==> src/hdl/icp_pkg.sv <==
// constants and types for the instruction cycle pipeline
package icp_pkg;
	localparam int ICP_PC_W = 14;
	localparam int ICP_DW = 8;
	localparam int ICP_IW = 16;
	localparam logic [13:0] ICP_RESET_PC = 14'h0000;
	localparam int ICP_PAGE_LSB = 8;
	localparam logic [1:0] ICP_SRC_FAST_RC = 2'h0;
	localparam logic [1:0] ICP_SRC_SLOW_RC = 2'h1;
	localparam logic [1:0] ICP_SRC_FAST_XT = 2'h2;
	localparam logic [1:0] ICP_SRC_SLOW_XT = 2'h3;
	localparam logic [3:0] ICP_OP_ADD = 4'h0;
	localparam logic [3:0] ICP_OP_SUB = 4'h1;
	localparam logic [3:0] ICP_OP_AND = 4'h2;
	localparam logic [3:0] ICP_OP_OR = 4'h3;
	localparam logic [3:0] ICP_OP_XOR = 4'h4;
	localparam logic [3:0] ICP_OP_CPL = 4'h5;
	localparam logic [3:0] ICP_OP_RR = 4'h6;
	localparam logic [3:0] ICP_OP_RL = 4'h7;
	localparam logic [3:0] ICP_OP_INC = 4'h8;
	localparam logic [3:0] ICP_OP_DEC = 4'h9;
	localparam logic [3:0] ICP_OP_MOV = 4'ha;
	localparam logic [3:0] ICP_OP_LDA = 4'hb;
	typedef enum {ICP_PH1, ICP_PH2, ICP_PH3, ICP_PH4} icp_phase_t;
	typedef enum {ICP_EX_NORMAL, ICP_EX_SECOND, ICP_EX_DUMMY} icp_ex_t;
endpackage : icp_pkg

==> src/hdl/icp_core.sv <==
// phase generator, fetch/execute pipeline and accumulator datapath
`timescale 1ns/10ps
module icp_core
	import icp_pkg::*;
#(
	parameter int PC_W = ICP_PC_W,
	parameter int IW = ICP_IW
)
(
	input wire logic CLK_I, // fast internal rc clock
	input wire logic NRST_I, // async reset, active low
	input wire logic SLOW_RC_CLK_I, // slow internal rc clock
	input wire logic FAST_XT_CLK_I, // fast crystal clock
	input wire logic SLOW_XT_CLK_I, // slow crystal clock
	input wire logic [1:0] CLK_SEL_I, // system clock source
	input wire logic [IW-1:0] INSTR_I, // program memory word at FETCH_ADDR_O
	input wire logic EXTENDED_I, // executing instruction is extended
	input wire logic BRANCH_I, // executing instruction changes pc
	input wire logic [PC_W-1:0] TARGET_I, // branch target
	input wire logic SKIP_I, // skip instruction executing
	input wire logic PCL_WR_I, // executing instruction writes pc low byte
	input wire logic [3:0] ALU_OP_I, // alu operation of current instruction
	input wire logic [ICP_DW-1:0] OPERAND_I, // memory operand
	input wire logic ACC_WR_I, // result goes to the accumulator
	output logic [3:0] PHASE_O, // one-hot phase clocks
	output logic [PC_W-1:0] FETCH_ADDR_O, // program memory address
	output logic FETCH_O, // fetch strobe, phase one
	output logic [IW-1:0] IR_O, // instruction in execution
	output logic EXEC_VALID_O, // ir holds a real instruction
	output logic RETIRE_O, // instruction other than a branch or pc low write completes
	output logic [ICP_DW-1:0] ACC_O, // accumulator
	output logic [ICP_DW-1:0] RESULT_O, // alu result register
	output logic CARRY_O, // carry flag
	output logic SYS_TICK_O // system clock tick in use
);
	logic [1:0] rst_sync_q;
	logic rst_n;
	logic [2:0] srcsync_q [3];
	logic [2:0] srcsync_d [3];
	logic [2:0] sel_edge;
	logic tick;
	icp_phase_t phase_q, phase_d;
	icp_ex_t ex_q, ex_d;
	logic [PC_W-1:0] pc_q, pc_d;
	logic [IW-1:0] ir_q, ir_d;
	logic valid_q, valid_d;
	logic [ICP_DW-1:0] acc_q, acc_d, res_q, res_d, alu_res;
	logic carry_q, carry_d, alu_carry, alu_zero;
	logic [3:0] phase_oh;

	////////////////////////////////////////////////////////////////////////
	// reset release through two flip-flops
	always_ff @(posedge CLK_I or negedge NRST_I)
	begin
		if (!NRST_I)
			rst_sync_q <= 2'h0;
		else
			rst_sync_q <= {rst_sync_q[0], 1'b1};
	end
	assign rst_n = rst_sync_q[1];

	////////////////////////////////////////////////////////////////////////
	// slower sources are pins: three stages, edge when stage two is high and stage three is still low
	always_comb
	begin
		srcsync_d[0] = {srcsync_q[0][1:0], SLOW_RC_CLK_I};
		srcsync_d[1] = {srcsync_q[1][1:0], FAST_XT_CLK_I};
		srcsync_d[2] = {srcsync_q[2][1:0], SLOW_XT_CLK_I};
		for (int i = 0; i < 3; i++)
			sel_edge[i] = srcsync_q[i][1] & ~srcsync_q[i][2];
	end

	always_ff @(posedge CLK_I or negedge rst_n)
	begin
		if (!rst_n)
		begin
			srcsync_q[0] <= 3'h0;
			srcsync_q[1] <= 3'h0;
			srcsync_q[2] <= 3'h0;
		end
		else
		begin
			srcsync_q[0] <= srcsync_d[0];
			srcsync_q[1] <= srcsync_d[1];
			srcsync_q[2] <= srcsync_d[2];
		end
	end

	// system clock source select
	// no tick while held in reset, so the fetch strobe never shows a fetch that reset blocks
	always_comb
	begin
		case (CLK_SEL_I)
			ICP_SRC_FAST_RC: tick = rst_n;
			ICP_SRC_SLOW_RC: tick = sel_edge[0];
			ICP_SRC_FAST_XT: tick = sel_edge[1];
			ICP_SRC_SLOW_XT: tick = sel_edge[2];
			default: tick = rst_n;
		endcase
	end

	////////////////////////////////////////////////////////////////////////
	// alu; the only path from operands to results
	icp_alu #(
		.DW(ICP_DW)
	) u_alu (
		.op_i(ALU_OP_I),
		.acc_i(acc_q),
		.opd_i(OPERAND_I),
		.carry_i(carry_q),
		.res_o(alu_res),
		.carry_o(alu_carry),
		.zero_o(alu_zero)
	);

	////////////////////////////////////////////////////////////////////////
	// phase sequencer and pipeline next state
	always_comb
	begin
		phase_d = phase_q;
		ex_d = ex_q;
		pc_d = pc_q;
		ir_d = ir_q;
		valid_d = valid_q;
		acc_d = acc_q;
		res_d = res_q;
		carry_d = carry_q;
		if (tick)
		begin
			case (phase_q)
				ICP_PH1: phase_d = ICP_PH2;
				ICP_PH2: phase_d = ICP_PH3;
				ICP_PH3: phase_d = ICP_PH4;
				ICP_PH4: phase_d = ICP_PH1;
				default: phase_d = ICP_PH1;
			endcase
			// extended writes back once, in its second cycle
			if (phase_q == ICP_PH4 && valid_q && ex_q != ICP_EX_DUMMY
				&& !(ex_q == ICP_EX_NORMAL && EXTENDED_I))
			begin
				res_d = alu_res;
				carry_d = alu_carry;
				if (ACC_WR_I)
					acc_d = alu_res;
			end
			// fetch and pc increment at phase one
			if (phase_q == ICP_PH1)
			begin
				ir_d = INSTR_I;
				pc_d = pc_q + {{(PC_W-1){1'b0}}, 1'b1};
				valid_d = 1'b1;
				ex_d = ICP_EX_NORMAL;
				if (valid_q)
				begin
					case (ex_q)
						ICP_EX_NORMAL:
						begin
							if (EXTENDED_I)
							begin
								ex_d = ICP_EX_SECOND;
								ir_d = ir_q;
								pc_d = pc_q;
							end
							else if (BRANCH_I)
							begin
								pc_d = TARGET_I;
								ex_d = ICP_EX_DUMMY;
							end
							else if (PCL_WR_I)
							begin
								pc_d = {pc_q[PC_W-1:ICP_PAGE_LSB], alu_res};
								ex_d = ICP_EX_DUMMY;
							end
							else if (SKIP_I && alu_zero)
								ex_d = ICP_EX_DUMMY;
						end
						ICP_EX_SECOND:
						begin
							if (BRANCH_I)
							begin
								pc_d = TARGET_I;
								ex_d = ICP_EX_DUMMY;
							end
							else if (SKIP_I && alu_zero)
								ex_d = ICP_EX_DUMMY;
						end
						default: ex_d = ICP_EX_NORMAL;
					endcase
				end
			end
		end
	end

	always_ff @(posedge CLK_I or negedge rst_n)
	begin
		if (!rst_n)
		begin
			phase_q <= ICP_PH1;
			ex_q <= ICP_EX_NORMAL;
			pc_q <= ICP_RESET_PC;
			ir_q <= '0;
			valid_q <= 1'b0;
			acc_q <= '0;
			res_q <= '0;
			carry_q <= 1'b0;
		end
		else
		begin
			phase_q <= phase_d;
			ex_q <= ex_d;
			pc_q <= pc_d;
			ir_q <= ir_d;
			valid_q <= valid_d;
			acc_q <= acc_d;
			res_q <= res_d;
			carry_q <= carry_d;
		end
	end

	////////////////////////////////////////////////////////////////////////
	// outputs; one-hot phases never overlap
	always_comb
	begin
		phase_oh = 4'h0;
		case (phase_q)
			ICP_PH1: phase_oh = 4'h1;
			ICP_PH2: phase_oh = 4'h2;
			ICP_PH3: phase_oh = 4'h4;
			ICP_PH4: phase_oh = 4'h8;
			default: phase_oh = 4'h0;
		endcase
	end

	assign PHASE_O = phase_oh;
	assign FETCH_ADDR_O = pc_q;
	assign FETCH_O = tick & (phase_q == ICP_PH1);
	assign IR_O = ir_q;
	assign EXEC_VALID_O = valid_q & (ex_q != ICP_EX_DUMMY);
	assign RETIRE_O = tick & (phase_q == ICP_PH4) & valid_q & (ex_q != ICP_EX_DUMMY)
		& ~(ex_q == ICP_EX_NORMAL & EXTENDED_I) & ~BRANCH_I & ~PCL_WR_I;
	assign ACC_O = acc_q;
	assign RESULT_O = res_q;
	assign CARRY_O = carry_q;
	assign SYS_TICK_O = tick;
endmodule : icp_core

==> src/hdl/icp_alu.sv <==
// eight bit alu used by the execute phases
`timescale 1ns/10ps
module icp_alu
	import icp_pkg::*;
#(
	parameter int DW = ICP_DW
)
(
	input wire logic [3:0] op_i, // operation select
	input wire logic [DW-1:0] acc_i, // accumulator operand
	input wire logic [DW-1:0] opd_i, // second operand
	input wire logic carry_i, // carry in
	output logic [DW-1:0] res_o, // result
	output logic carry_o, // carry out
	output logic zero_o // result is zero, for skip decisions
);
	logic [DW:0] sum;

	always_comb
	begin
		sum = '0;
		carry_o = carry_i;
		case (op_i)
			ICP_OP_ADD:
			begin
				sum = {1'b0, acc_i} + {1'b0, opd_i} + {{DW{1'b0}}, carry_i};
				carry_o = sum[DW];
			end
			ICP_OP_SUB:
			begin
				sum = {1'b0, acc_i} - {1'b0, opd_i};
				carry_o = ~sum[DW];
			end
			ICP_OP_AND: sum = {1'b0, acc_i & opd_i};
			ICP_OP_OR: sum = {1'b0, acc_i | opd_i};
			ICP_OP_XOR: sum = {1'b0, acc_i ^ opd_i};
			ICP_OP_CPL: sum = {1'b0, ~opd_i};
			ICP_OP_RR: sum = {1'b0, opd_i[0], opd_i[DW-1:1]};
			ICP_OP_RL: sum = {1'b0, opd_i[DW-2:0], opd_i[DW-1]};
			ICP_OP_INC: sum = {1'b0, opd_i} + {{DW{1'b0}}, 1'b1};
			ICP_OP_DEC: sum = {1'b0, opd_i} - {{DW{1'b0}}, 1'b1};
			ICP_OP_MOV: sum = {1'b0, acc_i};
			ICP_OP_LDA: sum = {1'b0, opd_i};
			default: sum = {1'b0, acc_i};
		endcase
		res_o = sum[DW-1:0];
		zero_o = (sum[DW-1:0] == '0);
	end
endmodule : icp_alu

==> config.mk <==
export PLATFORM = sky130hd
export DESIGN_NAME = icp_core
export DESIGN_NICKNAME = d
export VERILOG_FILES = /design/src/hdl/icp_pkg.sv /design/src/hdl/icp_core.sv /design/src/hdl/icp_alu.sv
export SDC_FILE = /design/constraint.sdc
export NUM_CORES = 1
export LEC_CHECK = 0
export BUFFER_PORTS_ARGS = -buffer_cell sky130_fd_sc_hd__buf_2
export CORE_MARGIN = 1.5
export CORE_UTILIZATION = 55
export DETAILED_ROUTE_END_ITERATION = 8
export GPL_TIMING_DRIVEN = 0
export PLACE_DENSITY = 0.82
export SLEW_MARGIN = 20
export SYNTH_ARGS = -nofsm -noshare
export SYNTH_HDL_FRONTEND = slang
export SYNTH_SLANG_ARGS = --single-unit
==> constraint.sdc <==
create_clock -name CLK_I -period 4.1 [get_ports CLK_I]
set_clock_uncertainty 0.05 [all_clocks]
set_input_delay 0.41 -clock CLK_I [delete_from_list [all_inputs] [get_ports CLK_I]]
set_output_delay 0.41 -clock CLK_I [all_outputs]
set_load 0.01 [all_outputs]
# Word level (Yosys, flattened, before mapping)

Cells that the tools add are included.

Multiplexer cells: 21
Add/subtract/negate cells: 6
Bitwise operators: 23
Equality and inequality tests: 21
Reductions and logical operators: 20

Operators by type and width:

| cell                                                                     | count |
|---|---|
| 32-bit zero test                                                         | 4 |
| 8-bit one-hot mux with 11 select lines                                   | 1 |
| 14-bit 2-to-1 mux                                                        | 5 |
| 32-bit by 1-bit == test with 1-bit output, second input constant         | 2 |
| 32-bit by 2-bit == test with 1-bit output, second input constant         | 2 |
| 32-bit 2-to-1 mux                                                        | 2 |
| 32-bit one-hot mux with 2 select lines                                   | 1 |
| 16-bit 2-to-1 mux                                                        | 3 |
| 32-bit by 3-bit == test with 1-bit output, second input constant         | 1 |
| 32-bit by 3-bit inequality test with 1-bit output, second input constant | 1 |
| 14-bit one-hot mux with 2 select lines                                   | 1 |
| 4-bit by 3-bit == test with 1-bit output, second input constant          | 4 |
| 4-bit one-hot mux with 4 select lines                                    | 1 |
| 14-bit by 1-bit adder with 14-bit output, second input constant          | 1 |
| 1-bit AND                                                                | 12 |
| 4-bit == test, second input constant                                     | 3 |
| 8-bit by 8-bit adder with 9-bit output                                   | 1 |
| 9-bit by 1-bit adder with 9-bit output                                   | 1 |
| 3-bit AND reduction                                                      | 3 |
| 8-bit by 8-bit subtractor with 9-bit output                              | 1 |
| 8-bit by 1-bit adder with 8-bit output, second input constant            | 1 |
| 8-bit AND                                                                | 1 |
| 4-bit by 2-bit == test with 1-bit output, second input constant          | 2 |
| 8-bit zero test                                                          | 1 |
| 21 further kinds                                                         | 36 |

Bits of input ports: 54
Register bits after elaboration: 123
Output and inout bits: 55
Logic and storage cells: 104

# Longest topological paths before layout

Depth after elaboration: 11
Depth in mapped cells: 13
Gate-level depth less buffers: 11

# By module

From an unflattened synthesis, not the netlist that was laid out.

Cell total of the unflattened synthesis: 627
Area, all modules: 5,170.0 um^2

By module, submodules not included:

| module   | times used | area each (um^2) | cells an instance | sequential area each (um^2) |
|---|---|---|---|---|
| icp_core | 1          | 3,164.3          | 337               | 1,576.5 |
| icp_alu  | 1          | 2,005.7          | 290               | 0.0 |

# Worst setup path before layout

OpenSTA, ideal clock, no wires.

Path kind: reg-to-output
Start point: reg rst_sync_q[1]
End point: out RETIRE_O
Data arrival time: 3,370 ps
Cell stages (with the launch flop): 6
Path slack: 270 ps
Cell sequence: dfrtp_1 > a221oi_1 > a21oi_1 > and4_1 > clkbuf_1 > nor3b_1

Cells in the longest elaborated chain, start to end: 7

RTL lines:

| what                                  | line            | text |
|---|---|---|
| start, declared                       | icp_core.sv:36  | `logic [1:0] rst_sync_q;` |
| start signal, assigned                | icp_core.sv:58  | `rst_sync_q <= {rst_sync_q[0], 1'b1};` |
| 1-bit one-hot mux with 4 select lines | icp_core.sv:93  | `case (CLK_SEL_I)` |
| named net SYS_TICK_O                  | icp_core.sv:34  | `output logic SYS_TICK_O` |
| 1-bit AND (3 in a row)                | icp_core.sv:239 | `assign RETIRE_O = tick & (phase_q == ICP_PH4) & valid_q & (ex_q != ICP_EX_DUMMY)` |
| 1-bit AND (3 in a row)                | icp_core.sv:240 | `& ~(ex_q == ICP_EX_NORMAL & EXTENDED_I) & ~BRANCH_I & ~PCL_WR_I;` |
| end, declared                         | icp_core.sv:30  | `output logic RETIRE_O,` |

The timed path passes the listed nets, and every way through them passes these cells.

# Worst setup path in the final report

Start point: in OPERAND_I[2]
End point: reg pc_q[7] (netlist: FETCH_ADDR_O[7])

Cells in the longest elaborated chain, start to end: 8

RTL lines:

| what                                       | line            | text |
|---|---|---|
| start, declared                            | icp_core.sv:23  | `input wire logic [ICP_DW-1:0] OPERAND_I,` |
| 8-bit by 8-bit adder with 9-bit output     | icp_alu.sv:26   | `sum = {1'b0, acc_i} + {1'b0, opd_i} + {{DW{1'b0}}, carry_i};` |
| 9-bit by 1-bit adder with 9-bit output     | icp_alu.sv:26   |  |
| 8-bit one-hot mux with 11 select lines (*) | icp_alu.sv:23   | `case (op_i)` |
| 14-bit 2-to-1 mux (*)                      | icp_core.sv:169 | `else if (PCL_WR_I)` |
| 14-bit 2-to-1 mux (*)                      | icp_core.sv:164 | `else if (BRANCH_I)` |
| 14-bit 2-to-1 mux (*)                      | icp_core.sv:158 | `if (EXTENDED_I)` |
| 14-bit one-hot mux with 2 select lines (*) | icp_core.sv:155 | `case (ex_q)` |
| 14-bit 2-to-1 mux (*)                      | icp_core.sv:153 | `if (valid_q)` |
| end signal, assigned                       | icp_core.sv:211 | `pc_q <= pc_d;` |
| end, declared                              | icp_core.sv:44  | `logic [PC_W-1:0] pc_q, pc_d;` |

Mark *: on every way between the ends. The rest lies on a longest branch, timed or not. The select of a mux whose other input is x is not followed.
A chain may end at the register's enable or synchronous reset.

==> results.py <==
metrics = {
    "outcome": {
        "run_status": "completed",
    },
    "floorplanning": {
        "die-area_mm2": 0.00930,
        "placeableCoreArea_mm2": 0.00834,
        "chipWidth_um": 96.5,
        "design.portCount": 109,
        "floorplan.initialDensity_pct": 57.6,
        "row_count": 33,
        "floorplan.die.height_um": 96.5,
    },
    "timing": {
        "timing.final.crit_share_pct": 89.1,
        "post-route-min-period_ns": 3.65,
        "timing.fmax_mhz": 274,
        "tightest_slew_ns": 0.999,
        "timing.final.hold_violations": 0,
        "maxSlewHeadroom_pct": 32.9,
        "finalSetupViolCount": 0,
        "timing_max_transition_violations_final": 0,
        "setup_tns_after_final_layout_ns": 0,
        "rsz0062_at_grt": "false",
    },
    "worst_hold_path": {
        "timing.hold.worst.class": "flop to asynchronous set/reset pin",
    },
    "power": {
        "power.clock.fraction_pct": 14.4,
        "cellInternalPower_mw": 1.82,
        "power_frac_seq_pct": 32.8,
        "p_comb_share_pct": 52.8,
        "proportion_of_total_power_due_to_net_switching_pct": 46.4,
        "netSwitchingPower_mw": 1.58,
        "vdd_ir_drop_max_v": 0.000415,
        "cellPowerDensity_mw_per_mm2": 598,
        "total_leakage_power_nw": 2.63,
    },
    "flow_run": {
        "drv.max_cap_violation_count": 0,
    },
    "finish": {
        "layout-drive-gt1-share_pct": 20.1,
        "final_net_count": 808,
        "instances_no_fill": 830,
        "syn2layout_area_growth_pct": 18.2,
        "insertedDiodeCount": 0,
        "fill_cells": 703,
    },
    "grt": {
        "globalRouteOverflowTotal": 0,
        "globalRouteTotalUtil_pct": 33.0,
        "grt_first_pass_wirelength_um": 23300,
        "via_count_of_the_first_global_routing_pass": 4637,
        "pin_count_of_the_biggest_net_entering_global_routing": 59,
        "antenna_found_initial": 0,
    },
    "clocking": {
        "cts_resized": 0,
        "cts.clk_slew.worst_paths_ns": 0.07,
        "max-clock-path-buffers": 2,
        "clkSinkCount": 63,
        "cts.htree.levels": 3,
        "cts_post_setup_buffers_inserted": 0,
        "clock_insertion_delay_worst_skew_ns": 0.34,
        "cts.root.buffer_cell": "sky130_fd_sc_hd__clkbuf_8",
        "cts_hold_buf": 1,
        "cts_buffers": 9,
        "tritoncts": "done",
    },
    "logic_synthesis": {
        "post_synth_num_cell_types": 69,
        "cell_area_synth_mm2": 0.00480,
        "async_reset_ff_share_pct": 100,
        "netlist.area_leader.share_pct": 32.8,
        "ys_top_cells_by_area": "sky130_fd_sc_hd__dfrtp_1, sky130_fd_sc_hd__ha_1, sky130_fd_sc_hd__nand2_1",
        "post_synthesis_cell_count": 602,
        "yosys-top-cells-count": "sky130_fd_sc_hd__nand2_1, sky130_fd_sc_hd__dfrtp_1, sky130_fd_sc_hd__a21oi_1",
        "synth_seq_area_share_pct": 32.8,
        "synth-warning-count": 0,
        "synth.most_common_cell": "sky130_fd_sc_hd__nand2_1",
        "synth_edf_count": 0,
        "synth-seq-cells": 63,
        "postSynthAreaPerCell_um2": 7.98,
        "ys_dominant_reg_cell": "sky130_fd_sc_hd__dfrtp_1",
        "synthDominantAreaCellType": "sky130_fd_sc_hd__dfrtp_1",
        "syn_nets": 690,
    },
    "worst_setup_path": {
        "setup.worst_path.end_class": "flop",
        "critical_path.startpoint_type": "primary input",
        "path_max_fanout": 9,
        "worst_ep_arrival_time_ns": 3.83,
        "critical_path_class": "primary input to flop",
        "critPathRequiredTime_ns": 4.27,
    },
    "place": {
        "port-buffer-count": 105,
        "finalWeightedCongestion": 1.01,
        "detailedPlacementHpwl_um": 11300,
        "dpl.cell_count": 813,
    },
    "route": {
        "antenna_left": 0,
        "vias": 5195,
        "drt-wirelength-per-cell_um": 18.2,
        "vias_per_cell": 6.26,
        "detailedRoute.firstIterationViolations": 567,
        "post-route-drc-count": 0,
        "wl_um": 15100,
        "drt_pass_1_iters": 5,
    },
}
-- final cells by class --
type                       instances  area [um2]  area share, %
sequential                        63        1580           27.8
tap                              105         131           2.31
clock inverter                     5        33.8          0.595
timing repair buffer             107         563           9.92
buffer                            38         161           2.84
multi-input combinational        467        2940           51.8
inverter                          34         128           2.25
clock buffer                      11         141           2.49
-- metal layers --
| layer | up-vias | global-route usage (%) | share of wire [%] |
|---|---|---|---|
| met5 | - | 0 | 0 |
| met1 | 2478 | 47.1 | 43 |
| met2 | 295 | 50.4 | 45 |
| met3 | 33 | 5.79 | 9.0 |
| li1 | 2389 | - | - |
| met4 | 0 | 10.9 | 2.4 |
-- sequential cells by signal (all words and copies together), names as in the netlist --
| register | cells |
|---|---|
| RESULT_O | 8 |
| srcsync_d | 6 |
| phase_q | 2 |
| CARRY_O | 1 |
| ex_q | 2 |
| valid_q | 1 |
| rst_sync_q | 2 |
| IR_O | 16 |
| FETCH_ADDR_O | 14 |
| ACC_O | 8 |
| srcsync_q | 3 |
-- final timing paths --
path | start | endpoint | slack [ns] | cells past startpoint
setup / recovery | OPERAND_I[2] | FETCH_ADDR_O[7] | 0.45 | 13
hold / removal | rst_sync_q[1] | ACC_O[0] | 0.08 | 0
setup reg to reg | ACC_O[0] | ex_q[1] | 0.60 | 10
hold reg to reg | rst_sync_q[1] | ACC_O[0] | 0.08 | 0
max in group asynchronous | rst_sync_q[1] | RESULT_O[6] | 3.44 | 1
min in group CLK_I | SLOW_RC_CLK_I | srcsync_d[7] | 0.13 | 1
-- through the flow --
stage	instance area [um2]	hold slack [ns]	utilization, %	worst slack, ns	power, mW
after CTS	5680	0.0796	68.1	0.566	3.37
after global routing	5680	0.0853	68.1	0.280	3.65
after global placement	5460	0.146	65.5	-0.550	2.81
after detailed placement	5490	0.0745	65.8	0.216	2.87
after floorplan	4800	0.0644	-	0.270	2.23
final	5680	0.0776	68.1	0.448	3.39
-- cells in the final DEF (no fill, tap or decap), types with 3 or more instances in the layout --
cell                        instances
sky130_fd_sc_hd__a211oi_1           5
sky130_fd_sc_hd__clkbuf_1          33
sky130_fd_sc_hd__o31ai_1            3
sky130_fd_sc_hd__a31oi_1           10
sky130_fd_sc_hd__nor2b_1           10
sky130_fd_sc_hd__nor4_1             4
sky130_fd_sc_hd__mux2i_1            5
sky130_fd_sc_hd__dfrtp_1           62
sky130_fd_sc_hd__o21ai_0           35
sky130_fd_sc_hd__and3_1            12
sky130_fd_sc_hd__nand3_1           15
sky130_fd_sc_hd__inv_2              3
sky130_fd_sc_hd__fa_1               3
sky130_fd_sc_hd__a2bb2oi_1          3
sky130_fd_sc_hd__a21oi_1           45
sky130_fd_sc_hd__a221oi_1           4
sky130_fd_sc_hd__buf_2            108
sky130_fd_sc_hd__a32oi_1            3
sky130_fd_sc_hd__inv_1             30
sky130_fd_sc_hd__nand3b_1           3
sky130_fd_sc_hd__nor2_1            43
sky130_fd_sc_hd__o21bai_1           4
sky130_fd_sc_hd__nand2b_1           8
sky130_fd_sc_hd__and4_1             4
sky130_fd_sc_hd__o21ai_1           20
sky130_fd_sc_hd__nand4_1            4
sky130_fd_sc_hd__o2111ai_1          3
sky130_fd_sc_hd__mux2_2             9
sky130_fd_sc_hd__o22ai_1            6
sky130_fd_sc_hd__xnor2_1           13
sky130_fd_sc_hd__a22oi_1            7
sky130_fd_sc_hd__clkbuf_8          10
sky130_fd_sc_hd__ha_1              31
sky130_fd_sc_hd__nor3_1            16
sky130_fd_sc_hd__o21a_1             4
sky130_fd_sc_hd__a311oi_1           3
sky130_fd_sc_hd__nand2_1           91
-- logic make-up after synthesis --
kind of cell	synth area share (%)
mux	3.15
xor+xnor	2.55
other cells	0.0781
fa+ha+maj	9.33
flops	32.8
buf+inv	6.02
compound gates	24.0
simple gates	22.0
-- power groups by stage --
stage / sequential (mW) / combinational [mW] / clock [mW]
after global routing: 1.15 / 1.99 / 0.514
after floorplan: 1.17 / 1.06 / 0
after CTS: 1.11 / 1.77 / 0.489
after detailed placement: 1.12 / 1.76 / 0
final: 1.11 / 1.79 / 0.488
after global placement: 1.11 / 1.70 / 0
-- worst max-delay path: stages --
cell,delay (ns)
sky130_fd_sc_hd__buf_2,0.09
sky130_fd_sc_hd__clkbuf_1,0.35
sky130_fd_sc_hd__inv_1,0.17
sky130_fd_sc_hd__ha_1,0.31
sky130_fd_sc_hd__clkbuf_1,0.19
sky130_fd_sc_hd__a21oi_1,0.22
sky130_fd_sc_hd__nand2_1,0.15
sky130_fd_sc_hd__a2111oi_0,0.45
sky130_fd_sc_hd__nor3_1,0.11
sky130_fd_sc_hd__or3_1,0.32
sky130_fd_sc_hd__and3_1,0.18
sky130_fd_sc_hd__o32a_1,0.48
sky130_fd_sc_hd__a221o_1,0.37
No activity file was read; power rests on OpenSTA's default activity.
